### config.mk
export PLATFORM = sky130hd
export DESIGN_NAME = expander_config_command_control
export DESIGN_NICKNAME = d
export VERILOG_FILES = /design/src/verilog/expander_ctl_pkg.sv /design/src/verilog/expander_config_command_control.sv
export SDC_FILE = /design/constraint.sdc
export NUM_CORES = 2
export LEC_CHECK = 0
export BUFFER_PORTS_ARGS = -buffer_cell sky130_fd_sc_hd__buf_2
export CELL_PAD_IN_SITES_DETAIL_PLACEMENT = 1
export CELL_PAD_IN_SITES_GLOBAL_PLACEMENT = 2
export CORE_ASPECT_RATIO = 0.7
export CORE_MARGIN = 3
export CORE_UTILIZATION = 54
export DETAILED_ROUTE_END_ITERATION = 7
export GPL_ROUTABILITY_DRIVEN = 0
export PLACE_DENSITY = 0.93
export SLEW_MARGIN = 10
export SYNTH_ARGS = -nofsm -noshare
export SYNTH_HDL_FRONTEND = slang
export SYNTH_SLANG_ARGS = --single-unit
export TNS_END_PERCENT = 10
### constraint.sdc
create_clock -name clk -period 17.2 [get_ports clk]
set_clock_uncertainty 0.15 [all_clocks]
set_input_delay 2.58 -clock clk [delete_from_list [all_inputs] [get_ports clk]]
set_output_delay 2.58 -clock clk [all_outputs]
set_load 0.05 [all_outputs]
### src/verilog/expander_ctl_pkg.sv
// Constants, register map and state types of the expander control block.
// Assumes a 250 MHz clock and a byte-level I2C slave front end outside.
package expander_ctl_pkg;

	// ********************************
	// Register map
	// ********************************
	localparam logic [7:0] REG_FEATURE_ENABLE = 8'h2D;
	localparam logic [7:0] REG_FAMILY_STATUS = 8'h2E;
	localparam logic [7:0] REG_WATCHDOG = 8'h2F;
	localparam logic [7:0] REG_COMMAND = 8'h30;

	// ********************************
	// Feature enable fields and unlock key
	// ********************************
	localparam int ENA_WP_SEL_BIT = 0;
	localparam int ENA_EE_OP_BIT = 1;
	localparam int ENA_RO_BIT = 2;
	localparam logic [7:0] ENA_RESET = 8'h00;
	localparam logic [7:0] ENA_MASK = 8'h07;
	localparam logic [7:0] KEY_BYTE0 = 8'h43;
	localparam logic [7:0] KEY_BYTE1 = 8'h4D;
	localparam logic [7:0] KEY_BYTE2 = 8'h53;
	localparam logic [1:0] KEY_LEN = 2'h3;

	// ********************************
	// Status and watchdog
	// ********************************
	localparam logic [3:0] STATUS_FACTORY = 4'hF;
	localparam logic [3:0] STATUS_USER = 4'h0;
	localparam logic [7:0] WD_RESET = 8'h00;
	localparam longint SECOND_NS = 1000000000;
	localparam longint CLK_NS = 4;
	localparam int SECOND_CYCLES = int'(SECOND_NS / CLK_NS);

	// ********************************
	// Commands
	// ********************************
	localparam logic [7:0] CMD_STORE_CFG = 8'h01;
	localparam logic [7:0] CMD_FACTORY = 8'h02;
	localparam logic [7:0] CMD_WRITE_DFLT = 8'h03;
	localparam logic [7:0] CMD_READ_DFLT = 8'h04;
	localparam logic [7:0] CMD_WRITE_CFG = 8'h05;
	localparam logic [7:0] CMD_READ_CFG = 8'h06;
	localparam logic [7:0] CMD_RECONFIG = 8'h07;

	// ********************************
	// Configuration block layout
	// ********************************
	localparam logic [7:0] OFS_OUT = 8'h00;
	localparam logic [7:0] OFS_IMASK = 8'h08;
	localparam logic [7:0] OFS_PWMSEL = 8'h10;
	localparam logic [7:0] OFS_INV = 8'h18;
	localparam logic [7:0] OFS_DIR = 8'h20;
	localparam logic [7:0] OFS_DRIVE = 8'h28;
	localparam logic [7:0] DRIVE_PER_PORT = 8'h07;
	localparam logic [7:0] OFS_PWM = 8'h60;
	localparam logic [7:0] PWM_PER_CH = 8'h03;
	localparam logic [7:0] PWM_PERIOD_SLOT = 8'h01;
	localparam logic [7:0] OFS_DIVIDER = 8'h90;
	localparam logic [7:0] OFS_ENABLE = 8'h91;
	localparam logic [7:0] OFS_CRC = 8'h92;
	localparam logic [7:0] BLK_LEN = 8'h92;
	localparam logic [7:0] FACT_OUT = 8'hFF;
	localparam logic [7:0] FACT_IMASK = 8'hFF;
	localparam logic [7:0] FACT_PULLUP = 8'hFF;
	localparam logic [7:0] FACT_PERIOD = 8'hFF;
	localparam logic [7:0] FACT_DIVIDER = 8'hFF;

	// ********************************
	// State types
	// ********************************
	typedef enum {ENG_IDLE, ENG_NV_READ, ENG_CHECK, ENG_APPLY, ENG_FACT_CFG, ENG_SNAP, ENG_NV_WRITE} eng_e;
	typedef enum {STR_NONE, STR_WR_NV, STR_WR_CFG, STR_RD} stream_e;
	typedef enum {SRC_CFG, SRC_FACT, SRC_STG} src_e;
	typedef enum {THEN_BOOT, THEN_STREAM} then_e;

endpackage

### src/verilog/expander_config_command_control.sv
// Control section of the IO expander: keyed enable register, status, watchdog and block commands.
// Assumes an I2C slave front end delivering bytes and a one-cycle-latency default store.
//
// Function
// - Enable bits: 2 read-only EEPROM, 1 EEPROM operation, 0 write-protect pin select.
// - Reset clears all three enable bits.
// - A register write changes the enable register only after address 2Dh then keys 43h, 4Dh, 53h.
// - Enable register reads back without any key.
// - Burst writes crossing the enable register are discarded, pointer moves to 2Eh.
// - Status register is read-only; upper nibble is a fixed family code.
// - Startup loads user defaults; corrupted block loads factory defaults and flags it.
// - Watchdog zero is inert; nonzero counts down once per second.
// - Step from one to zero reboots, restores user defaults, leaves watchdog zero.
// - Each transaction to the expander reloads the countdown with last written value.
// - Reboot, writing zero or command 07h clears and disables the watchdog.
// - Command register accepts codes 01h through 07h.
// - Command 01h saves the active configuration as power-up defaults.
// - Command 02h saves factory defaults without touching active settings.
// - Command 03h takes 146 bytes plus XOR CRC; bad or short block is refused.
// - Command 05h takes 146 bytes plus CRC and applies them only when valid.
// - Command 04h returns stored defaults, 146 bytes and a CRC byte.
// - Command 06h returns active configuration, 146 bytes and a CRC byte.
// - Command 07h reloads everything from stored defaults like a power-on.
// - Block bytes 00h-27h: output, mask, PWM select, inversion, direction per port.
// - Bytes 28h-5Fh: seven drive-mode bytes per port, ports 0 to 7.
// - From 60h three bytes per PWM, then divider 90h, enable 91h, CRC 92h.
module expander_config_command_control
	import expander_ctl_pkg::*;
#(
	parameter int TICK_CYCLES = expander_ctl_pkg::SECOND_CYCLES,
	parameter logic [3:0] FAMILY_CODE = 4'hA
) (
	// Clock and reset
	input wire logic clk,
	input wire logic rst_n,
	// Byte interface from the I2C slave front end
	input wire logic txn_start,
	input wire logic txn_stop,
	input wire logic wr_valid,
	input wire logic wr_first,
	input wire logic [7:0] wr_data,
	output logic wr_nak,
	input wire logic rd_req,
	output logic [7:0] rd_data,
	// Feature controls
	output logic eeprom_readonly_enable,
	output logic eeprom_operation_enable,
	output logic write_protect_pin_select,
	output logic defaults_source_flag,
	// Active configuration read port for port and PWM logic
	input wire logic [7:0] cfg_addr,
	output logic [7:0] cfg_data,
	output logic cfg_changed,
	output logic busy,
	// Power-up default store
	output logic [7:0] nv_addr,
	output logic nv_we,
	output logic [7:0] nv_wdata,
	input wire logic [7:0] nv_rdata
);
	import expander_ctl_pkg::*;

	// ********************************
	// Storage and state
	// ********************************
	// The FAMILY_CODE default is arbitrary.
	logic [7:0] cfg_mem [0:BLK_LEN-1];
	logic [7:0] stg_mem [0:BLK_LEN];
	eng_e eng_r;
	stream_e stream_r;
	src_e src_r;
	then_e then_r;
	logic [7:0] eng_idx_r;
	logic [7:0] eng_xor_r;
	logic [7:0] blk_idx_r;
	logic [7:0] blk_xor_r;
	logic [7:0] ptr_r;
	logic [7:0] enable_r;
	logic [1:0] key_cnt_r;
	logic key_live_r;
	logic factory_r;
	logic [7:0] wd_reload_r;
	logic [7:0] wd_count_r;
	logic [$clog2(TICK_CYCLES)-1:0] tick_cnt_r;
	logic tick;
	logic [7:0] rd_data_r;
	logic [7:0] cfg_data_r;
	logic cfg_changed_r;

	// ********************************
	// Decode
	// ********************************
	logic wr_byte, in_stream_wr, reg_wr, cmd_wr, wd_wr, ena_hit, key_hold;
	logic blk_last, crc_ok, wd_expire, req_load, eng_done;

	function automatic logic [7:0] key_byte(input logic [1:0] i);
		case (i)
			2'h0: key_byte = KEY_BYTE0;
			2'h1: key_byte = KEY_BYTE1;
			default: key_byte = KEY_BYTE2;
		endcase
	endfunction

	function automatic logic [7:0] fact_byte(input logic [7:0] a);
		fact_byte = 8'h00;
		if (a < OFS_IMASK) begin
			fact_byte = FACT_OUT;
		end else if (a < OFS_PWMSEL) begin
			fact_byte = FACT_IMASK;
		end else if (a >= OFS_DRIVE && a < OFS_PWM && ((a - OFS_DRIVE) % DRIVE_PER_PORT) == 8'h00) begin
			fact_byte = FACT_PULLUP;
		end else if (a >= OFS_PWM && a < OFS_DIVIDER && ((a - OFS_PWM) % PWM_PER_CH) == PWM_PERIOD_SLOT) begin
			fact_byte = FACT_PERIOD;
		end else if (a == OFS_DIVIDER) begin
			fact_byte = FACT_DIVIDER;
		end
	endfunction

	// The enable register lives in a flop so it can reset; the block image maps it at its slot.
	function automatic logic [7:0] cfg_byte(input logic [7:0] a);
		if (a == OFS_ENABLE) begin
			cfg_byte = enable_r;
		end else if (a < BLK_LEN) begin
			cfg_byte = cfg_mem[a];
		end else begin
			cfg_byte = 8'h00;
		end
	endfunction

	assign busy = (eng_r != ENG_IDLE);
	assign wr_byte = wr_valid && !wr_first;
	assign in_stream_wr = (stream_r == STR_WR_NV) || (stream_r == STR_WR_CFG);
	assign reg_wr = wr_byte && !in_stream_wr && !busy;
	assign cmd_wr = reg_wr && (ptr_r == REG_COMMAND);
	assign wd_wr = reg_wr && (ptr_r == REG_WATCHDOG);
	assign ena_hit = reg_wr && (ptr_r == REG_FEATURE_ENABLE);
	assign key_hold = ena_hit && key_live_r && (key_cnt_r != KEY_LEN) && (wr_data == key_byte(key_cnt_r));
	assign blk_last = wr_byte && in_stream_wr && (blk_idx_r == BLK_LEN);
	assign crc_ok = blk_last && (wr_data == blk_xor_r) && !busy;
	assign wd_expire = tick && (wd_count_r == 8'h01);
	assign req_load = wd_expire || (cmd_wr && wr_data == CMD_RECONFIG);
	assign eng_done = (eng_r == ENG_APPLY || eng_r == ENG_FACT_CFG) && (eng_idx_r == BLK_LEN - 8'h01);

	// refuse bad or excess block bytes
	assign wr_nak = (wr_byte && busy) || (blk_last && wr_data != blk_xor_r)
		|| (wr_byte && in_stream_wr && blk_idx_r > BLK_LEN);

	// ********************************
	// Register pointer and unlock key
	// ********************************
	always_ff @(posedge clk) begin
		if (!rst_n) begin
			ptr_r <= 8'h00;
		end else if (wr_valid && wr_first) begin
			ptr_r <= wr_data;
		end else if ((reg_wr && !key_hold) || (rd_req && stream_r != STR_RD)) begin
			ptr_r <= ptr_r + 8'h01;
		end
	end

	always_ff @(posedge clk) begin
		if (!rst_n) begin
			key_cnt_r <= 2'h0;
			key_live_r <= 1'b0;
		// key only counts when 2Dh was addressed directly
		end else if (wr_valid && wr_first) begin
			key_cnt_r <= 2'h0;
			key_live_r <= (wr_data == REG_FEATURE_ENABLE);
		end else if (key_hold) begin
			key_cnt_r <= key_cnt_r + 2'h1;
		end else if (reg_wr) begin
			key_live_r <= 1'b0;
		end
	end

	// ********************************
	// Feature enable register
	// ********************************
	always_ff @(posedge clk) begin
		if (!rst_n) begin
			enable_r <= ENA_RESET;
		end else if (ena_hit && key_live_r && key_cnt_r == KEY_LEN) begin
			enable_r <= wr_data & ENA_MASK;
		end else if (eng_r == ENG_APPLY && eng_idx_r == OFS_ENABLE) begin
			enable_r <= stg_mem[eng_idx_r] & ENA_MASK;
		end else if (eng_r == ENG_FACT_CFG && eng_idx_r == OFS_ENABLE) begin
			enable_r <= fact_byte(eng_idx_r) & ENA_MASK;
		end
	end

	assign eeprom_readonly_enable = enable_r[ENA_RO_BIT];
	assign eeprom_operation_enable = enable_r[ENA_EE_OP_BIT];
	assign write_protect_pin_select = enable_r[ENA_WP_SEL_BIT];
	assign defaults_source_flag = factory_r;

	// ********************************
	// Watchdog
	// ********************************
	always_ff @(posedge clk) begin
		if (!rst_n || wd_wr) begin
			tick_cnt_r <= '0;
		end else if (tick_cnt_r == $bits(tick_cnt_r)'(TICK_CYCLES - 1)) begin
			tick_cnt_r <= '0;
		end else begin
			tick_cnt_r <= tick_cnt_r + 1'b1;
		end
	end
	assign tick = (tick_cnt_r == $bits(tick_cnt_r)'(TICK_CYCLES - 1));

	always_ff @(posedge clk) begin
		if (!rst_n) begin
			wd_reload_r <= WD_RESET;
			wd_count_r <= WD_RESET;
		end else if (req_load) begin
			wd_reload_r <= WD_RESET;
			wd_count_r <= WD_RESET;
		end else if (wd_wr) begin
			wd_reload_r <= wr_data;
			wd_count_r <= wr_data;
		end else if (txn_start) begin
			wd_count_r <= wd_reload_r;
		end else if (tick && wd_count_r != WD_RESET) begin
			wd_count_r <= wd_count_r - 8'h01;
		end
	end

	// ********************************
	// Block streaming
	// ********************************
	always_ff @(posedge clk) begin
		if (!rst_n) begin
			stream_r <= STR_NONE;
		end else if (cmd_wr && wr_data == CMD_WRITE_DFLT) begin
			stream_r <= STR_WR_NV;
		end else if (cmd_wr && wr_data == CMD_WRITE_CFG) begin
			stream_r <= STR_WR_CFG;
		end else if ((eng_r == ENG_NV_READ && then_r == THEN_STREAM && eng_idx_r == BLK_LEN + 8'h01)
			|| (eng_r == ENG_SNAP && eng_idx_r == BLK_LEN - 8'h01)) begin
			stream_r <= STR_RD;
		end else if ((wr_valid && wr_first) || blk_last || (txn_stop && in_stream_wr)) begin
			stream_r <= STR_NONE;
		end else if (rd_req && stream_r == STR_RD && blk_idx_r == BLK_LEN) begin
			stream_r <= STR_NONE;
		end
	end

	always_ff @(posedge clk) begin
		if (!rst_n || (cmd_wr && wr_data >= CMD_WRITE_DFLT && wr_data <= CMD_READ_CFG)) begin
			blk_idx_r <= 8'h00;
			blk_xor_r <= 8'h00;
		end else if (wr_byte && in_stream_wr && blk_idx_r < BLK_LEN) begin
			blk_idx_r <= blk_idx_r + 8'h01;
			blk_xor_r <= blk_xor_r ^ wr_data;
		end else if (wr_byte && in_stream_wr) begin
			blk_idx_r <= blk_idx_r + 8'h01;
		end else if (rd_req && stream_r == STR_RD && blk_idx_r < BLK_LEN) begin
			blk_idx_r <= blk_idx_r + 8'h01;
			blk_xor_r <= blk_xor_r ^ stg_mem[blk_idx_r];
		end
	end

	// ********************************
	// Read data
	// ********************************
	always_ff @(posedge clk) begin
		if (!rst_n) begin
			rd_data_r <= 8'h00;
		end else if (rd_req) begin
			if (stream_r == STR_RD) begin
				rd_data_r <= (blk_idx_r < BLK_LEN) ? stg_mem[blk_idx_r] : blk_xor_r;
			end else begin
				case (ptr_r)
					REG_FEATURE_ENABLE: rd_data_r <= enable_r;
					REG_FAMILY_STATUS: rd_data_r <= {FAMILY_CODE, factory_r ? STATUS_FACTORY : STATUS_USER};
					REG_WATCHDOG: rd_data_r <= wd_count_r;
					default: rd_data_r <= 8'h00;
				endcase
			end
		end
	end
	assign rd_data = rd_data_r;

	// ********************************
	// Staging and active memories
	// ********************************
	always_ff @(posedge clk) begin
		if (wr_byte && in_stream_wr && blk_idx_r < BLK_LEN) begin
			stg_mem[blk_idx_r] <= wr_data;
		end else if (eng_r == ENG_NV_READ && eng_idx_r != 8'h00) begin
			stg_mem[eng_idx_r - 8'h01] <= nv_rdata;
		end else if (eng_r == ENG_SNAP) begin
			stg_mem[eng_idx_r] <= cfg_byte(eng_idx_r);
		end
	end

	always_ff @(posedge clk) begin
		// apply only after a good check
		if (eng_r == ENG_APPLY) begin
			cfg_mem[eng_idx_r] <= stg_mem[eng_idx_r];
		end else if (eng_r == ENG_FACT_CFG) begin
			cfg_mem[eng_idx_r] <= fact_byte(eng_idx_r);
		end
	end

	always_ff @(posedge clk) begin
		if (!rst_n) begin
			cfg_data_r <= 8'h00;
			cfg_changed_r <= 1'b0;
		end else begin
			cfg_data_r <= cfg_byte(cfg_addr);
			cfg_changed_r <= eng_done;
		end
	end
	assign cfg_data = cfg_data_r;
	assign cfg_changed = cfg_changed_r;

	// ********************************
	// Block engine
	// ********************************
	// A reboot request arriving while the engine runs is dropped; the watchdog is still cleared.
	always_ff @(posedge clk) begin
		if (!rst_n) begin
			eng_r <= ENG_NV_READ;
			then_r <= THEN_BOOT;
			src_r <= SRC_CFG;
			eng_idx_r <= 8'h00;
			eng_xor_r <= 8'h00;
			factory_r <= 1'b0;
		end else begin
			case (eng_r)
				ENG_IDLE: begin
					eng_idx_r <= 8'h00;
					eng_xor_r <= 8'h00;
					if (req_load) begin
						eng_r <= ENG_NV_READ;
						then_r <= THEN_BOOT;
					end else if (cmd_wr && wr_data == CMD_STORE_CFG) begin
						eng_r <= ENG_NV_WRITE;
						src_r <= SRC_CFG;
					end else if (cmd_wr && wr_data == CMD_FACTORY) begin
						eng_r <= ENG_NV_WRITE;
						src_r <= SRC_FACT;
					end else if (cmd_wr && wr_data == CMD_READ_DFLT) begin
						eng_r <= ENG_NV_READ;
						then_r <= THEN_STREAM;
					end else if (cmd_wr && wr_data == CMD_READ_CFG) begin
						eng_r <= ENG_SNAP;
					end else if (crc_ok && stream_r == STR_WR_NV) begin
						eng_r <= ENG_NV_WRITE;
						src_r <= SRC_STG;
					end else if (crc_ok) begin
						eng_r <= ENG_APPLY;
					end
				end
				ENG_NV_READ: begin
					if (eng_idx_r != 8'h00 && eng_idx_r <= BLK_LEN) begin
						eng_xor_r <= eng_xor_r ^ nv_rdata;
					end
					if (eng_idx_r == BLK_LEN + 8'h01) begin
						eng_idx_r <= 8'h00;
						eng_r <= (then_r == THEN_BOOT) ? ENG_CHECK : ENG_IDLE;
					end else begin
						eng_idx_r <= eng_idx_r + 8'h01;
					end
				end
				ENG_CHECK: begin
					// corrupted store falls back to factory image
					factory_r <= (stg_mem[BLK_LEN] != eng_xor_r);
					eng_r <= (stg_mem[BLK_LEN] == eng_xor_r) ? ENG_APPLY : ENG_FACT_CFG;
				end
				ENG_APPLY, ENG_FACT_CFG, ENG_SNAP: begin
					if (eng_idx_r == BLK_LEN - 8'h01) begin
						eng_r <= ENG_IDLE;
					end
					eng_idx_r <= eng_idx_r + 8'h01;
				end
				ENG_NV_WRITE: begin
					eng_xor_r <= eng_xor_r ^ nv_wdata;
					if (eng_idx_r == BLK_LEN) begin
						eng_r <= ENG_IDLE;
					end
					eng_idx_r <= eng_idx_r + 8'h01;
				end
				default: eng_r <= ENG_IDLE;
			endcase
		end
	end

	// CRC written in the last slot
	always_comb begin
		nv_addr = eng_idx_r;
		nv_we = (eng_r == ENG_NV_WRITE);
		nv_wdata = eng_xor_r;
		if (eng_idx_r < BLK_LEN) begin
			case (src_r)
				SRC_CFG: nv_wdata = cfg_byte(eng_idx_r);
				SRC_FACT: nv_wdata = fact_byte(eng_idx_r);
				default: nv_wdata = stg_mem[eng_idx_r];
			endcase
		end
	end

endmodule // expander_config_command_control

* Word-level counts from Yosys, hierarchy flattened *
Memories as Yosys holds them, arrays and structs flattened. A register that Yosys moved wholly into a read port is not among the register bits.
Index checks and enable logic that the tools add are counted.

cells by class
  $add $sub $neg = 9
  multiply operators = 0
  divide/modulo/power cells = 2
  magnitude comparators = 13
  equality and inequality tests = 57
  shift operators = 0
  multiplexer cells = 97
  bitwise gates (word level) = 8
  reduce and logical (&&, ||, !) cells = 100

operator list
  kind                   number
  $mux 32                19
  $mux 8                 40
  $pmux 32 s5            1
  $eq 32x2->1 const B    4
  $eq 32x3->1 const B    4
  $eq 32x4->1 const B    3
  $logic_not 32->1       3
  $pmux 8 s3             3
  $eq 32x1->1 const B    2
  $logic_and 1x1->1      49
  $eq 8x8->1 const B     6
  $eq 8x6->1 const B     5
  $eq 8x3->1 const B     4
  $lt 8x8->1 const B     4
  $reduce_bool 32->1     1
  $xor 8x8->8            4
  $add 28x1->28 const B  1
  $eq 28x28->1 const B   1
  $add 8x1->8 const B    3
  $eq 8x1->1 const B     3
  $eq 8x8->1             3
  $mux 1                 20
  $mux 3                 6
  $reduce_bool 3->1      6
  44 further kinds       91

word-level totals
  register bits after elaboration = 206
  bits in latches = 0
  RAM bits = 2,344
  memory bits (read-only) = 0
  bits of input ports = 31
  logic and storage cells = 309
  memories = 2

memory list
  memory   depth  bits a word  read ports  clocked after memory_dff  write ports  line                                   RTL
  stg_mem  147    8            3           2                         1            expander_config_command_control.sv:68  logic [7:0] stg_mem [0:BLK_LEN];
  cfg_mem  146    8            2           1                         1            expander_config_command_control.sv:67  logic [7:0] cfg_mem [0:BLK_LEN-1];

* Depth between registers and ports, before layout *
  depth in word-level cells = 14
  mapped depth = 23

* Worst setup path after synthesis *
OpenSTA, ideal clock, no wires.

  kind = input to register
  start = input port wr_first
  end = memory stg_mem[0][0] (data pin)
  setup time = 1.343 ns
  arrival = 8.905 ns
  data required time = 15.707 ns
  slack = 6.802 ns
  cell stages on the path = 6
  cell sequence = nand2b_1 -> nor2_1 -> nand2_1 -> nand3_1 -> clkbuf_1 -> o21ai_0

between the ends
  word-level cells in the longest chain between the ends = 9
  elaborated cells on any way between the ends = 12

RTL lines
  what                                 line                                    RTL
  start: declaration                   expander_config_command_control.sv:40   input wire logic wr_first,
  $logic_not 1->1 (*)                  expander_config_command_control.sv:131  assign wr_byte = wr_valid && !wr_first;
  $logic_and 1x1->1 (*)                expander_config_command_control.sv:131
  $logic_and 1x1->1 (*) (2 in series)  expander_config_command_control.sv:287  if (wr_byte && in_stream_wr && blk_idx_r < BLK_LEN) begin
  $mux 1                               expander_config_command_control.sv:287
  $mux 1 (not written as such)         expander_config_command_control.sv:290  stg_mem[eng_idx_r - 8'h01] <= nv_rdata;
  $reduce_or 8->1 (no source line)     n/a
  $mux 8 (no source line)              n/a
  $mux 8 (no source line) (*)          n/a
  end: declaration                     expander_config_command_control.sv:68

Mark *: on every way between the ends. The rest lies on a longest branch, timed or not.

==> flow_summary.toml <==
[drt]
num_vias = 72200
avgViaCountPerCell = 7.78
first_pass_iters = 6
drc_errors = 0
drt_iter0_drc = 13200
wl_per_cell_um = 42.8
ant_nets = 0
wl_um = 397000

[placed_design]
dpl.cell_count = 8847
dp_slack_ns = 8.00
postPlaceCellArea_um2 = 122000
hpwl_um = 238000
port_buffers = 70

[global_route]
first_global_vias = 73300
antenna_found_initial = 30
grt_pass1_wl_um = 569000
grt_max_degree = 131
grt_overflow = 0
grt_usage = 0.356

[sta]
drv_slew = 0
max_freq_ghz = 0.0961
final.period_utilization = 0.605
rsz0062_at_grt = "false"
worstMarginPinSlew_ns = 1.41
setup_tns_ns = 0
finalSetupViolCount = 0
fin_ws_ns = 6.80
hold_viol_final = 0
post-route-min-period_ns = 10.40
maxSlewHeadroom = 0.0564

[clocking]
clk_pin_slew_ns = 0.07
cts_setup_buffers = 0
htree_levels = 4
cts-buffers-inserted = 231
ctsHoldBuffers = 0
clock_latency_ns = 0.94
cts_root_buffer = "clkbuf_16"
clockBufferDepth = 4
post_cts_resized = 0
tritoncts = "done"
clock-sinks = 2476

[min_path]
min_from = "wd_reload_r[2]$_SDFFE_PP0P_"
holdPathEnd = "wd_reload_r[2]$_SDFFE_PP0P_"
hold_path.class = "reg -> reg"
holdPathStages = 2

[setup_path]
startpoint_type = "flip-flop"
cp.required_ns = 14.47
rr_startpoint = "nv_addr[6]$_SDFFE_PN0N_"
critPathCaptureType = "primary output"
crit_type = "reg -> out"
cp_max_fo = 105
rr_worst_depth = 23
crit_arrival_ns = 7.67
r2r-end = "cfg_mem[69][7]$_DFFE_PP_"
r2r_slack_ns = 8.40

[final_layout]
fin_util = 0.600
finalNetCount = 6267
fill_cells = 18200
area_growth_pct = 9.56
drive_gt1_frac = 0.330
mostFrequentLayoutCells = "2344 x edfxtp_1, 1422 x mux4_2, 445 x nor2_1"
fin_cells = 9282
final_area_um2 = 129000
final_common_cell = "edfxtp_1"

[synthesis]
yosys_warnings = 0
ys_types = 94
synthesis.instances = 6215
synth_fp_nets = 6279
syn_avg_cell_area_um2 = 19.0
ys_seq_area_frac = 0.618
synth-edff-count = 2344
synthArstFlopShare = 0
synth-main-ff-cell = "edfxtp_1"
synthesis.area_um2 = 118000
ys_seq_elements = 2476

[pwr]
switchingPower_mw = 6.13
pwr-share-clk = 0.288
internal-power_mw = 12.7
vdd_drop_max_v = 0.000166
pwr-share-seq = 0.420
powerDensity_nw_per_um2 = 145
swShare = 0.326
leakage_nw = 38.6
pwr-share-comb = 0.292

[floorplan]
rows = 142
coreArea_um2 = 216000
dieWidth_um = 565
design.portCount = 71
die_area_um2 = 224000
die_h_um = 397
start_util = 0.548

[run]
cap_viol_max_count = 0

[outcome]
outcome = "finished clean"
-- logic make-up after synthesis --
group                    share of synthesized area
multiplexers                                 0.287
adder cells (fa/ha/maj)                    0.00350
XOR/XNOR                                   0.00607
buffers and inverters                       0.0186
AND/OR/NAND/NOR                             0.0354
AO/OA/AOI/OAI                               0.0308
flip-flops                                   0.618
-- metrics by stage --
stage               total power, mW  hold WS (ns)
global route                   19.3         0.329
finish                         18.8         0.305
CTS                            18.6         0.308
global placement               13.0         0.291
detailed placement             13.3         0.299
floorplan                      11.6         0.280
-- sequential cells by signal (all words and copies together) (netlist names), 8 cells and up, named ones only --
register and count:
cfg_data 8, stg_mem 1176, rd_data 8, wd_count_r 8, cfg_mem 1168, wd_reload_r 8
blk_idx_r 8, blk_xor_r 8, ptr_r 8, tick_cnt_r 28, nv_addr 8, eng_xor_r 8
-- final cells by class --
cell class	instances	area [um2]	share of cell area
well taps	2880	3600	0.0278
inverters	46	174	0.00134
repair buffers	234	1780	0.0137
clock buffers	273	5960	0.0461
diodes	15	37.5	0.000290
multi-input cells	3214	43100	0.333
clock inverters	144	1670	0.0129
flip-flops and latches	2476	73100	0.565
-- critical path, cell delays in order, from the launching register on --
cell and delay, ns:
dfxtp_4 0.87, buf_4 0.97, buf_12 0.60, buf_4 0.73, mux4_2 0.43, mux4_2 0.53
mux4_2 0.58, nor2b_1 0.19, a211oi_1 0.58, a21oi_1 0.16, inv_1 0.17, o221ai_1 0.24
o22a_1 0.24, buf_2 0.21
-- power by group through the flow --
stage / Combinational, mW / Clock (mW) / Sequential [mW]
2_1_floorplan: 3.36 / 0 / 8.26
3_3_place_gp: 4.99 / 0 / 8.02
3_5_place_dp: 5.23 / 0 / 8.04
4_1_cts: 5.32 / 5.40 / 7.91
5_1_grt: 5.71 / 5.63 / 7.93
6_report: 5.49 / 5.42 / 7.91
-- cell usage after synthesis, types with 39 or more instances --
library cell,number,area [um2]
mux2i_1,157,1570
nor2_1,461,1730
nor3_1,47,235
xor2_1,44,385
buf_2,98,490
buf_1,78,293
nand2_1,213,800
dfxtp_1,132,2640
mux4_2,1422,32000
nor2b_1,39,244
clkbuf_1,279,1050
inv_1,40,150
nand3_1,77,385
edfxtp_1,2344,70400
a211oi_1,43,323
o21ai_0,109,546
a21oi_1,133,666
-- routing by layer --
| layer | GRT usage | wire length, um | vias up |
|---|---|---|---|
| li1 | - | - | 26500 |
| met1 | 0.485 | 135000 | 37800 |
| met2 | 0.534 | 183000 | 6783 |
| met3 | 0.123 | 59900 | 1146 |
| met4 | 0.140 | 19200 | 26 |
| met5 | 0.000431 | 308 | - |
-- worst max-delay path by stage --
| stage | endpoint | slack, ns | startpoint | cells after the start |
|---|---|---|---|---|
| 2_1_floorplan | stg_mem[0][0]$_DFFE_PP_ | 6.80 | wr_first | 6 |
| 3_3_place_gp | nv_wdata[0] | 8.02 | flip-flop | 13 |
| 3_5_place_dp | nv_wdata[3] | 8.00 | flip-flop | 11 |
| 4_1_cts | nv_wdata[0] | 6.98 | flip-flop | 13 |
| 5_1_grt | nv_wdata[2] | 6.67 | flip-flop | 12 |
| 6_report | nv_wdata[0] | 6.80 | flip-flop | 13 |
No activity file was read; power rests on OpenSTA's default activity.
